### config.mk
export PLATFORM = sky130hd
export DESIGN_NAME = iiar_regs
export DESIGN_NICKNAME = d
export VERILOG_FILES = /design/src/verilog/iiar_pkg.sv /design/src/verilog/iiar_sync.sv /design/src/verilog/iiar_regs.sv
export VERILOG_INCLUDE_DIRS = /design/src /design/src/verilog
export SDC_FILE = /design/constraint.sdc
export NUM_CORES = 1
export LEC_CHECK = 0
export BUFFER_PORTS_ARGS = -buffer_cell sky130_fd_sc_hd__buf_4
export CORE_MARGIN = 2
export CORE_UTILIZATION = 46
export DETAILED_ROUTE_END_ITERATION = 10
export GPL_ROUTABILITY_DRIVEN = 0
export GPL_TIMING_DRIVEN = 0
export PLACE_DENSITY = 0.75
export SETUP_SLACK_MARGIN = 0.02
export SLEW_MARGIN = 10
export SYNTH_ARGS = -nofsm -noshare
export SYNTH_HDL_FRONTEND = slang
export SYNTH_SLANG_ARGS = --single-unit
export TNS_END_PERCENT = 50
### constraint.sdc
create_clock -name clock -period 2.9 [get_ports clock]
set_input_delay 0.29 -clock clock [delete_from_list [all_inputs] [get_ports clock]]
set_output_delay 0.29 -clock clock [all_outputs]
set_load 0.01 [all_outputs]
### src/verilog/iiar_map.svh
/*
 * Register offsets, field positions and reset values of the
 * identification and bus-address register bank.
 * Assumes 16-bit register pointers as sent by the two-wire host.
 */
`ifndef IIAR_MAP_SVH
`define IIAR_MAP_SVH

`define IIAR_OFF_REV_HI 16'h0002
`define IIAR_OFF_ID_MID 16'h0003
`define IIAR_OFF_ID_LO_VAR_HI 16'h0004
`define IIAR_OFF_VAR_LO 16'h0005
`define IIAR_OFF_TARGET_ADDR 16'h0006
`define IIAR_OFF_SERIAL_RSVD 16'h0007

`define IIAR_REV_RST 4'h0
`define IIAR_VAR_RST 11'h000
`define IIAR_ADDR_UP_RST 5'h1F
`define IIAR_PIN_RST 2'h0
`define IIAR_SYNC_RST 4'hC

`define IIAR_POS_SCL 3
`define IIAR_POS_SDA 2
`define IIAR_POS_PIN1 1
`define IIAR_POS_PIN0 0

`define IIAR_VAR_LO_FIXED 1'b1

`endif

### src/verilog/iiar_pkg.sv
/*
 * Types shared by the identification register bank.
 * Assumes nothing of its surroundings.
 */
package iiar_pkg;
    typedef enum logic [2:0] {
        IIAR_IDLE,
        IIAR_RX,
        IIAR_ACK,
        IIAR_TX,
        IIAR_RACK
    } iiar_state_t;
endpackage : iiar_pkg

### src/verilog/iiar_sync.sv
/*
 * Two-flop synchroniser for a group of asynchronous inputs.
 * Assumes each bit is independent; no bus coherence is given.
 */
`timescale 1ns/1ps
`default_nettype none
module iiar_sync #(
    parameter int WIDTH = 4,
    parameter logic [WIDTH-1:0] RST_VAL = '0
) (
    input wire logic clock,
    input wire logic rst_n,
    input wire logic [WIDTH-1:0] async_in,
    output logic [WIDTH-1:0] sync_out
);
    logic [WIDTH-1:0] meta_q;
    logic [WIDTH-1:0] sync_q;

    always_ff @(posedge clock or negedge rst_n) begin
        if (!rst_n) begin
            meta_q <= RST_VAL;
            sync_q <= RST_VAL;
        end else begin
            meta_q <= async_in;
            sync_q <= meta_q;
        end
    end

    assign sync_out = sync_q;
endmodule : iiar_sync
`default_nettype wire

### src/verilog/iiar_regs.sv
/*
 * Identification and two-wire target-address register bank with its
 * own two-wire target interface (7-bit address, 16-bit pointer).
 * Assumes scl and sda are oversampled by a much faster clock and
 * factory configuration inputs are stable when reset is released.
 */
// What this block does
// - Revision, part identifier and variant code packed across bytes 2 to 5.
// - Variant code and upper address load from factory inputs at power-up.
// - Address byte: bit 7 zero, upper address bits 6:2, pin bits 1:0.
// - Address bits 1:0 read-only, reset zero, mirror the select pins.
// - Generic parts come up with target address 1111100b.
`timescale 1ns/1ps
`default_nettype none
`include "iiar_map.svh"
module iiar_regs import iiar_pkg::*; #(
    // Arbitrary value, stands in for the real part identifier
    parameter logic [15:0] PART_ID_DEFAULT = 16'h5A3C
) (
    input wire logic clock,
    input wire logic rst_n,
    input wire logic scl_in,
    input wire logic sda_in,
    output logic sda_out,
    output logic sda_oe_n,
    input wire logic addr_select_pin_1,
    input wire logic addr_select_pin_0,
    input wire logic [10:0] factory_variant_code,
    input wire logic [4:0] factory_target_address_bits,
    output logic [6:0] target_address
);
    logic [3:0] sync_w;
    logic scl_s;
    logic sda_s;
    logic [1:0] pins_s;
    logic scl_prev_q;
    logic sda_prev_q;
    logic scl_rise;
    logic scl_fall;
    logic start_det;
    logic stop_det;

    iiar_sync #(
        .WIDTH(4),
        .RST_VAL(`IIAR_SYNC_RST)
    ) u_sync (
        .clock(clock),
        .rst_n(rst_n),
        .async_in({scl_in, sda_in, addr_select_pin_1, addr_select_pin_0}),
        .sync_out(sync_w)
    );

    assign scl_s = sync_w[`IIAR_POS_SCL];
    assign sda_s = sync_w[`IIAR_POS_SDA];
    assign pins_s = {sync_w[`IIAR_POS_PIN1], sync_w[`IIAR_POS_PIN0]};

    always_ff @(posedge clock or negedge rst_n) begin
        if (!rst_n) begin
            scl_prev_q <= 1'b1;
            sda_prev_q <= 1'b1;
        end else begin
            scl_prev_q <= scl_s;
            sda_prev_q <= sda_s;
        end
    end

    assign scl_rise = scl_s && !scl_prev_q;
    assign scl_fall = !scl_s && scl_prev_q;
    assign start_det = scl_s && scl_prev_q && sda_prev_q && !sda_s;
    assign stop_det = scl_s && scl_prev_q && !sda_prev_q && sda_s;

    // Register bank state
    logic [3:0] rev_q, rev_d;
    logic [15:0] id_q, id_d;
    logic [10:0] var_q, var_d;
    logic [4:0] upper_q, upper_d;
    logic loaded_q, loaded_d;

    // Bus engine state
    iiar_state_t state_q, state_d;
    logic [7:0] sh_q, sh_d;
    logic [3:0] cnt_q, cnt_d;
    logic first_q, first_d;
    logic is_read_q, is_read_d;
    logic [1:0] byte_idx_q, byte_idx_d;
    logic [15:0] ptr_q, ptr_d;
    logic drive_low_q, drive_low_d;
    logic nack_q, nack_d;

    logic [7:0] rd_byte;
    logic [7:0] addr_byte;

    assign target_address = {upper_q, pins_s};
    assign addr_byte = {1'b0, upper_q, pins_s};

    // Read view of the pointer
    always_comb begin
        case (ptr_q)
            `IIAR_OFF_REV_HI: rd_byte = {rev_q, id_q[15:12]};
            `IIAR_OFF_ID_MID: rd_byte = id_q[11:4];
            `IIAR_OFF_ID_LO_VAR_HI: rd_byte = {id_q[3:0], var_q[10:7]};
            `IIAR_OFF_VAR_LO: rd_byte = {var_q[6:0], `IIAR_VAR_LO_FIXED};
            `IIAR_OFF_TARGET_ADDR: rd_byte = addr_byte;
            default: rd_byte = 8'h00;
        endcase
    end

    always_comb begin
        rev_d = rev_q;
        id_d = id_q;
        var_d = var_q;
        upper_d = upper_q;
        loaded_d = 1'b1;
        state_d = state_q;
        sh_d = sh_q;
        cnt_d = cnt_q;
        first_d = first_q;
        is_read_d = is_read_q;
        byte_idx_d = byte_idx_q;
        ptr_d = ptr_q;
        drive_low_d = drive_low_q;
        nack_d = nack_q;

        // Factory values taken once after reset release
        if (!loaded_q) begin
            var_d = factory_variant_code;
            upper_d = factory_target_address_bits;
        end

        case (state_q)
            IIAR_IDLE: begin
                drive_low_d = 1'b0;
            end
            IIAR_RX: begin
                if (scl_rise) begin
                    sh_d = {sh_q[6:0], sda_s};
                    cnt_d = cnt_q + 4'h1;
                end else if (scl_fall && cnt_q == 4'h8) begin
                    if (first_q) begin
                        if (sh_q[7:1] == {upper_q, pins_s}) begin
                            is_read_d = sh_q[0];
                            first_d = 1'b0;
                            state_d = IIAR_ACK;
                            drive_low_d = 1'b1;
                        end else begin
                            state_d = IIAR_IDLE;
                        end
                    end else begin
                        state_d = IIAR_ACK;
                        drive_low_d = 1'b1;
                        case (byte_idx_q)
                            2'd0: ptr_d = {sh_q, ptr_q[7:0]};
                            2'd1: ptr_d = {ptr_q[15:8], sh_q};
                            default: begin
                                ptr_d = ptr_q + 16'h0001;
                                case (ptr_q)
                                    `IIAR_OFF_REV_HI: begin
                                        rev_d = sh_q[7:4];
                                        id_d[15:12] = sh_q[3:0];
                                    end
                                    `IIAR_OFF_ID_MID: id_d[11:4] = sh_q;
                                    `IIAR_OFF_ID_LO_VAR_HI: begin
                                        id_d[3:0] = sh_q[7:4];
                                        var_d[10:7] = sh_q[3:0];
                                    end
                                    `IIAR_OFF_VAR_LO: var_d[6:0] = sh_q[7:1];
                                    `IIAR_OFF_TARGET_ADDR: upper_d = sh_q[6:2];
                                    default: ;
                                endcase
                            end
                        endcase
                        if (byte_idx_q != 2'd2) begin
                            byte_idx_d = byte_idx_q + 2'd1;
                        end
                    end
                end
            end
            IIAR_ACK: begin
                if (scl_fall) begin
                    cnt_d = 4'h0;
                    if (is_read_q) begin
                        sh_d = rd_byte;
                        ptr_d = ptr_q + 16'h0001;
                        drive_low_d = !rd_byte[7];
                        state_d = IIAR_TX;
                    end else begin
                        drive_low_d = 1'b0;
                        state_d = IIAR_RX;
                    end
                end
            end
            IIAR_TX: begin
                if (scl_fall) begin
                    if (cnt_q == 4'h7) begin
                        drive_low_d = 1'b0;
                        state_d = IIAR_RACK;
                    end else begin
                        cnt_d = cnt_q + 4'h1;
                        sh_d = {sh_q[6:0], 1'b0};
                        drive_low_d = !sh_q[6];
                    end
                end
            end
            IIAR_RACK: begin
                if (scl_rise) begin
                    nack_d = sda_s;
                end else if (scl_fall) begin
                    if (!nack_q) begin
                        cnt_d = 4'h0;
                        sh_d = rd_byte;
                        ptr_d = ptr_q + 16'h0001;
                        drive_low_d = !rd_byte[7];
                        state_d = IIAR_TX;
                    end else begin
                        state_d = IIAR_IDLE;
                    end
                end
            end
            default: begin
                state_d = IIAR_IDLE;
                drive_low_d = 1'b0;
            end
        endcase

        // Start and stop override any phase
        if (stop_det) begin
            state_d = IIAR_IDLE;
            drive_low_d = 1'b0;
        end else if (start_det) begin
            state_d = IIAR_RX;
            cnt_d = 4'h0;
            first_d = 1'b1;
            byte_idx_d = 2'd0;
            drive_low_d = 1'b0;
        end
    end

    always_ff @(posedge clock or negedge rst_n) begin
        if (!rst_n) begin
            rev_q <= `IIAR_REV_RST;
            id_q <= PART_ID_DEFAULT;
            var_q <= `IIAR_VAR_RST;
            upper_q <= `IIAR_ADDR_UP_RST;
            loaded_q <= 1'b0;
            state_q <= IIAR_IDLE;
            sh_q <= 8'h00;
            cnt_q <= 4'h0;
            first_q <= 1'b1;
            is_read_q <= 1'b0;
            byte_idx_q <= 2'd0;
            ptr_q <= 16'h0000;
            drive_low_q <= 1'b0;
            nack_q <= 1'b1;
        end else begin
            rev_q <= rev_d;
            id_q <= id_d;
            var_q <= var_d;
            upper_q <= upper_d;
            loaded_q <= loaded_d;
            state_q <= state_d;
            sh_q <= sh_d;
            cnt_q <= cnt_d;
            first_q <= first_d;
            is_read_q <= is_read_d;
            byte_idx_q <= byte_idx_d;
            ptr_q <= ptr_d;
            drive_low_q <= drive_low_d;
            nack_q <= nack_d;
        end
    end

    // Open-drain: only ever pulls low
    assign sda_out = 1'b0;
    assign sda_oe_n = !drive_low_q;
endmodule : iiar_regs
`default_nettype wire

[Yosys cells after proc, flatten, opt, wreduce, memory -nomap -nowiden]
Index checks and enable logic that the tools add are counted.
Storage, ports and cells
  bits in registers: 84
  input bits: 22
  output and inout port bits: 9
  word-level logic and storage cells: 181
Operators by class
  add/sub/neg operators: 3
  equal/unequal tests: 37
  mux-type cells: 87
  bitwise gates (word level): 3
  reductions and logical operators: 30
Operators by type and width (count)
  $mux W16: 8
  $mux W11: 6
  $mux W8: 8
  $eq A16 B3 Y1 const B: 3
  $pmux W16 S3: 1
  $mux W4: 10
  $pmux W8 S5: 1
  $mux W5: 7
  $eq A16 B2 Y1 const B: 2
  $ne A4 B4 Y1 const B: 8
  $pmux W16 S2: 1
  $pmux W8 S4: 1
  $mux W3: 10
  $ne A2 B2 Y1 const B: 14
  $mux W1: 20
  $mux W2: 10
  $reduce_and A10 Y1: 2
  $reduce_and A6 Y1: 3
  $add A16 B1 Y16 const B: 1
  $pmux W4 S4: 1
  $reduce_and A8 Y1: 2
  $pmux W3 S5: 1
  $reduce_and A9 Y1: 1
  $logic_and A1 B1 Y1: 8
  22 further kinds: 31

[Depth between registers and ports, before layout]
Gate-level depths: netlist of run 1.
  word-level depth: 9
  mapped depth: 9
  depth with buffers taken out: 8

[Modules after synthesis]
Synthesis of run 1 repeated with hierarchy kept, for this count alone.
Second synthesis, totals
  cell total of the unflattened synthesis: 486
  area, all modules: 4682.0 um2
By module, submodules not included
  iiar_regs: times used 1, cells each 478, area each 4476.8 um2, sequential area each 1923.1 um2
  iiar_sync: times used 1, cells each 8, area each 205.2 um2, sequential area each 205.2 um2

[Worst setup path after synthesis of run 1]
OpenSTA, ideal clock, no wires.
  kind: register -> register
  start: register state_q[2]
  end: register id_q[10]
  library setup time: 0.125 ns
  arrival: 1.982 ns
  required time: 2.775 ns
  slack: 0.794 ns
  cell stages (with the launch flop): 8
  buffers on the path: 2
  clock period less this slack: 2.106 ns
  cell sequence: dfrtp_1 > buf_2 > nor3b_4 > nand4_4 > nor4_4 > and2_1 > buf_2 > mux2_2
On the way
  longest elaborated chain between the ends: 2
RTL lines
  from (decl): line iiar_regs.sv:80  | iiar_state_t state_q, state_d;
  from (signal assigned): line iiar_regs.sv:260  | state_q <= state_d;
  $eq A3 B1 Y1: line iiar_regs.sv:130  | case (state_q)
  $reduce_and A6 Y1 (no source line)
  to (signal assigned): line iiar_regs.sv:256  | id_q <= id_d;
  to (decl): line iiar_regs.sv:74  | logic [15:0] id_q, id_d;
Every way passes these cells.
A chain may end at the register's enable or synchronous reset.

[Final worst setup path of run 1]
  start: register ptr_q[10]
  end: register sh_q[6]
On the way
  longest elaborated chain between the ends: 6
  elaborated cells between the ends (all ways): 12
  those cells by class: eq/ne: 5; mux: 7
RTL lines
  from (decl): line iiar_regs.sv:86  | logic [15:0] ptr_q, ptr_d;
  from (signal assigned): line iiar_regs.sv:266  | ptr_q <= ptr_d;
  $eq A16 B3 Y1 or $eq A16 B2 Y1 (tied branches): line iiar_regs.sv:98  | case (ptr_q)
  $pmux W8 S5 (*): line iiar_regs.sv:98
  $mux W8: line iiar_regs.sv:208  | if (!nack_q) begin
  $mux W8: line iiar_regs.sv:207  | end else if (scl_fall) begin
  $mux W8: line iiar_regs.sv:205  | if (scl_rise) begin
  $pmux W8 S4 (*): line iiar_regs.sv:130
  to (signal assigned): line iiar_regs.sv:246  | sh_q <= 8'h00;
  to (signal assigned): line iiar_regs.sv:261  | sh_q <= sh_d;
  to (decl): line iiar_regs.sv:81  | logic [7:0] sh_q, sh_d;
Mark *: on every way between the ends. The rest lies on a longest branch, timed or not. The select of a mux whose other input is x is not followed.

==> summary.txt, run 1 <==
status - finished, final reports clean
Synth Flop Type - dfrtp_1
Setup CP Type - register to register
GRT Total Usage - 0.2192
fill count - 943
Hold-fix buffers, CTS - 0
fin crit period - 2.665 ns
Yosys top cell by area - dfrtp_1
Die Ht - 106.2 um
RSZ-0062 raised after global routing - yes
Port Buf Inserts - 29
top cell type's share of synthesized area - 0.3281
RR Startpoint - ptr_q[10]$_DFFE_PN0P_
Worst Setup SP - ptr_q[10]$_DFFE_PN0P_
maxcap violations - 0
DRC - 0
critical-path maximum fanout - 9
Power Dens Cells - 574.3 nW/um^2
Worst Max-Slew Pin Slew - 1.030 ns
initial antenna violation count - 0
clk sink count - 84
Boundary Pins - 31
Area contributors post-synth - dfrtp_1, dfstp_2, mux2_2
Final setup viols - 0
clk root buf - clkbuf_8
syn_area_per_cell - 9.866 um^2
hold endpoint - u_sync.meta_q[1]$_DFF_PN0_
Final #Nets - 558
via count - 4001
cts bufs inserted - 9
CTS Buffer Depth - 2
Reg2Reg Setup Slack - 0.23 ns
Layout Skew - 0.01414 ns
fin crit share - 0.9191
Post-Route Utilization - 0.5282
Hold WC Path Type - primary input to register
Slew HR - 0.3133
count leader, synth - dfrtp_1
setup_tns - 0 ns
met2 WL - 5.659 mm
Commonest cells post-synth - dfrtp_1, nand2_1, o21ai_0, nor2_1, a21oi_1
WL met3 - 606 um
share of layout cells above drive strength 1 - 0.2068
Leak Pwr - 2.349 nW
Skew-Pair Late Insertion Delay - 0.36 ns
critical path's largest stage delay - 0.78 ns
Syn-to-layout area delta - 12.47%
postcts setup bufs - 0
critical path's slowest cell - nor4_1
Mapped Area - 4805 um^2
Synthesis Warnings - 0
Routed met1 length - 5.146 mm
Mapped Cells - 487
Die W - 106.2 um
Yosys cell types - 61
FF-to-FF path depth - 5
hpwl dp - 8.120 mm
register bit count reported by yosys - 84
final wirelength - 11.67 mm
Synth async-reset ratio - 1.000
FP Rows - 37
Iteration-0 DRC Markers - 343
grt total ovfl - 0
Worst EP arrival - 2.95 ns
CTS HTree Levels - 3
core outline area - 10230 um^2
cell chain of the critical path - nor4_1 -> nand2_1 -> nor3_1 -> a221oi_1 -> o2bb2ai_1
Worst Path Required - 3.18 ns
post-DR wirelength/cell - 17.47 um
VDD IR max - 239.8 uV
EDFF count, synth - 0
Pins Over Slew Limit - 0
Die ar. - 11280 um^2
Initial Util - 0.4696
Via density - 5.990
DR pass1 iterations - 5
Seq/Total Area, Yosys - 0.4430
Critical R2R Capture - sh_q[6]$_DFFE_PN0P_
CTS tree - done
endpoint class of the critical path - register
vias in the first global route - 3918
largest net degree at the start of global routing - 85
antenna-violating nets left - 0
CP Launch Type - register
Worst-path clk slew - 0.08 ns
Fmax - 0.3752 GHz
hold depth - 1
Hold Vio Cnt, Final - 0
first-pass GRT wire length - 19.47 mm
antenna fix cells - 0
top sig layer - met4
Mapped Nets - 518
Hold Crit Start - addr_select_pin_1
## worst max-delay path: cells and delay by family (launching register included)
family	cells	cell delay [ns]
AND/OR/NAND/NOR	3	1.75
flip-flops	1	0.47
AO/OA/AOI/OAI	2	0.37
## through the flow
| stage | hold slack, ns | setup WS (ns) | cell area, um^2 | total power [mW] | instances |
|---|---|---|---|---|---|
| final | 0.03576 | 0.2347 | 5404 | 3.104 | 668 |
| after global placement | 0.3334 | 0.2477 | 5192 | 2.211 | 652 |
| after detailed placement | 0.3387 | 0.2006 | 5192 | 2.234 | 652 |
| after global routing | 0.01416 | 0.01058 | 5404 | 3.261 | 668 |
| after CTS | 0.02399 | 0.1687 | 5395 | 3.097 | 668 |
| after floorplan | -0.005591 | 0.7935 | 4805 | 1.951 | 487 |
## layout make-up
| cell class | count | area (um^2) | share of cell area |
|---|---|---|---|
| flip-flops and latches | 84 | 2128 | 0.3938 |
| clock buffers | 12 | 155.1 | 0.02871 |
| well taps | 136 | 170.2 | 0.03149 |
| multi-input cells | 361 | 2497 | 0.4621 |
| repair buffers | 29 | 217.7 | 0.04029 |
| inverters | 13 | 48.80 | 0.009030 |
| plain buffers | 29 | 138.9 | 0.02570 |
| clock inverters | 4 | 47.55 | 0.008798 |
## power by group
part	switching [mW]	leakage [nW]	total, mW	internal [mW]
clock	0.427	0.102	0.869	0.443
combinational	0.522	1.20	0.826	0.304
sequential	0.120	1.05	1.41	1.29
total	1.07	2.35	3.10	2.04
## logic make-up (layout without fill, tap and decap cells)
| logic type | after synthesis | after routing | synth area share |
|---|---|---|---|
| AOI/OAI and AO/OA | 153 | 153 | 0.2250 |
| and+or+nand+nor | 146 | 146 | 0.1578 |
| DFF | 84 | 84 | 0.4430 |
| muxes | 43 | 43 | 0.09557 |
| buffers and inverters | 42 | 87 | 0.03906 |
| adders and majority gates | 9 | 9 | 0.02344 |
| xor gates and xnor gates | 8 | 8 | 0.01458 |
| other | 2 | 2 | 0.001563 |
## state kept, by name, indices dropped and copies added, names as in the netlist, 2 cells and up
signal / flops
sh_q: 8
ptr_q: 16
upper_q: 5
var_q: 11
id_q: 16
rev_q: 4
u_sync.meta_q: 4
cnt_q: 4
byte_idx_q: 2
u_sync.sync_out: 4
state_q: 3
## worst max path at each step
stage / end / slack (ns) / cells past startpoint
after CTS: sh_q[6]$_DFFE_PN0P_ / 0.17 / 5
after global routing: var_q[5]$_DFF_PN0_ / 0.01 / 7
final: sh_q[6]$_DFFE_PN0P_ / 0.23 / 5
after detailed placement: sh_q[6]$_DFFE_PN0P_ / 0.20 / 5
after global placement: sh_q[6]$_DFFE_PN0P_ / 0.25 / 5
after floorplan: id_q[10]$_DFFE_PN0P_ / 0.79 / 7
## timing repair
item / in CTS / in global routing
setup endpoints to repair: 0 / 9
gates resized for setup: 0 / 2
hold endpoints to repair: 0 / 0
## cell usage in the layout, fill, tap and decap left out, types with 11 or more instances in the layout
cell / n
o21ai_0: 43
clkbuf_1: 16
mux2i_1: 20
a22oi_1: 13
dfstp_2: 21
buf_4: 36
nor2_1: 37
mux2_2: 23
clkbuf_8: 11
a21oi_1: 24
inv_1: 13
dfrtp_1: 63
a22o_1: 19
nand2_1: 47
## layer usage
layer / GRT usage / vias up
met5: 0 / -
met3: 0.03679 / 22
met4: 0.08083 / 0
met2: 0.3516 / 129
li1: - / 1872
met1: 0.2992 / 1978
Note: power is estimated with default switching activity, not from simulation.
==> run 2: changes to the inputs <==
ABC_AREA = 1   (was not set)
BUFFER_PORTS_ARGS = not set   (was -buffer_cell sky130_fd_sc_hd__buf_4)
DONT_BUFFER_PORTS = 1   (was not set)
PLACE_DENSITY = 0.73   (was 0.75)
clock period = 3.3 ns   (was 2.9 ns; I/O delays follow)
==> summary.txt, run 2 <==
share of layout cells above drive strength 1 - 0.1689
fin crit share - 0.6586
final wirelength - 12.44 mm
register bit count reported by yosys - 84
Die W - 108.5 um
commonest non-fill, non-tap cells in the layout - nand2_1, inv_1, nor2_1
endpoint class of the critical path - register
Hold-fix buffers, CTS - 6
critical path's slowest cell - dfstp_2
Power Dens Cells - 560.1 nW/um^2
Die ar. - 11770 um^2
post-DR wirelength/cell - 15.60 um
Syn-to-layout area delta - 9.517%
count leader, synth - nand2_1
Mapped Area - 5022 um^2
postcts setup bufs - 0
Layout Skew - 0.01476 ns
grt total ovfl - 0
Final setup viols - 0
Leak Pwr - 2.500 nW
largest net degree at the start of global routing - 85
Mapped Nets - 666
setup_tns - 0 ns
FF-to-FF path depth - 9
Skew-Pair Late Insertion Delay - 0.37 ns
Boundary Pins - 31
VDD IR max - 325.5 uV
initial antenna violation count - 0
Hold WC Path Type - primary input to register
GRT Total Usage - 0.2201
EDFF count, synth - 0
Worst Path Required - 3.58 ns
first-pass GRT wire length - 20.12 mm
Via density - 5.562
CTS HTree Levels - 3
clk root buf - clkbuf_8
Critical R2R Capture - id_q[12]$_DFFE_PN1P_
cell chain of the critical path - inv_1 -> nor2_4 -> nand4_1 -> nor2_1 -> nand2_2 -> nor2_2 -> nand2_2 -> buf_2 -> o21ai_0
Slew HR - 0.5112
DR pass1 iterations - 6
CTS Buffer Depth - 2
Die Ht - 108.5 um
via count - 4433
Initial Util - 0.4674
Mapped Cells - 635
vias in the first global route - 4109
top cell type's share of synthesized area - 0.3139
core outline area - 10750 um^2
cts repair resizes - 0
Final #Nets - 683
Port Buf Inserts - 0
fin crit period - 2.174 ns
Area contributors post-synth - dfrtp_1, dfstp_2, nand2_1
Worst-path clk slew - 0.09 ns
status - finished, final reports clean
Yosys top cell by area - dfrtp_1
syn_area_per_cell - 7.909 um^2
DRC - 0
maxcap violations - 0
critical path's largest stage delay - 0.54 ns
CTS tree - done
Worst Setup EP - id_q[12]$_DFFE_PN1P_
Iteration-0 DRC Markers - 358
cts bufs inserted - 9
RSZ-0062 raised after global routing - no
Worst Setup SP - scl_prev_q$_DFF_PN1_
Pins Over Slew Limit - 0
antenna fix cells - 0
FP Rows - 38
Worst Max-Slew Pin Slew - 0.7276 ns
Yosys cell types - 41
fill count - 1009
commonest non-fill, non-tap cell in the layout - nand2_1
Most common cell on crit path - nand2_2
Commonest cells post-synth - nand2_1, inv_1, nor2_1, dfrtp_1, nand3_1
clk sink count - 84
hpwl dp - 9.017 mm
RR Startpoint - scl_prev_q$_DFF_PN1_
Synth Flop Type - dfrtp_1
Synthesis Warnings - 0
Pwr Total - 3.081 mW
CP Launch Type - register
Hold Vio Cnt, Final - 0
critical-path maximum fanout - 10
Fmax - 0.4601 GHz
Setup CP Type - register to register
Reg2Reg Setup Slack - 1.13 ns
biggest regs - id_q (16), ptr_q (16), var_q (11)
Worst EP arrival - 2.45 ns
Synth async-reset ratio - 1.000
antenna-violating nets left - 0
Seq/Total Area, Yosys - 0.4238
## run 2: critical path: cells and delay by family, from the launching register on
family                 cells  cell delay (ns)
AND/OR/NAND/NOR            6             1.03
AO/OA/AOI/OAI              1             0.23
buffers and inverters      2             0.28
flip-flops                 1             0.54
## run 2: where the power goes
group          switching [mW]  internal, mW  leakage, nW
clock                   0.396         0.450        0.106
combinational           0.550         0.281         1.39
sequential              0.213          1.19         1.01
total                    1.16          1.92         2.50
## run 2: worst min path at each step
stage	slack, ns	startpoint	cells after the start	endpoint
6_report	0.17	factory_variant_code[10]	2	var_q[10]$_DFF_PN0_
5_1_grt	0.17	factory_variant_code[9]	2	var_q[9]$_DFF_PN0_
2_1_floorplan	0.03	rst_n	0	byte_idx_q[0]$_DFF_PN0_
3_5_place_dp	0.04	rst_n	0	byte_idx_q[1]$_DFF_PN0_
4_1_cts	0.17	factory_variant_code[9]	2	var_q[9]$_DFF_PN0_
3_3_place_gp	0.04	rst_n	0	ptr_q[12]$_DFFE_PN0P_
## run 2: layout make-up
type | instances | area [um^2] | share of cell area
Multi-Input combinational cell | 453 | 2479 | 0.4506
Tap cell | 140 | 175.2 | 0.03185
Sequential cell | 84 | 2128 | 0.3869
Inverter | 79 | 297.8 | 0.05414
Clock buffer | 11 | 141.4 | 0.02571
Clock inverter | 5 | 83.83 | 0.01524
Timing Repair Buffer | 6 | 77.57 | 0.01410
Buffer | 19 | 117.6 | 0.02138
## run 2: cells by family (layout without fill, tap and decap cells)
logic type      Yosys count  after routing  share of synthesized area
compound gates          112            112                     0.1313
xor+xnor                 16             16                    0.02790
fa+ha+maj                 9              9                    0.02242
buf+inv                  98            120                    0.08271
flops                    84             84                     0.4238
mux                      16             16                    0.03488
other cells               2              2                   0.001495
simple gates            298            298                     0.2755
## run 2: through the flow
stage / hold slack, ns / instance area (um^2) / worst slack, ns / instances / utilization
final: 0.1744 / 5500 / 1.126 / 797 / 0.5119
after CTS: 0.1700 / 5500 / 1.132 / 797 / 0.5119
after global placement: 0.03850 / 5197 / 1.218 / 775 / 0.4837
after detailed placement: 0.03662 / 5197 / 1.160 / 775 / 0.4837
after global routing: 0.1652 / 5500 / 0.9522 / 797 / 0.5119
after floorplan: 0.03441 / 5022 / 1.539 / 635 / -
## run 2: per-layer routing
layer,routed length (um),track usage,up-vias
met5,0,0,-
met4,363,0.09158,0
met3,789,0.02652,29
met2,5745,0.3455,179
met1,5538,0.3080,2102
li1,-,-,2123
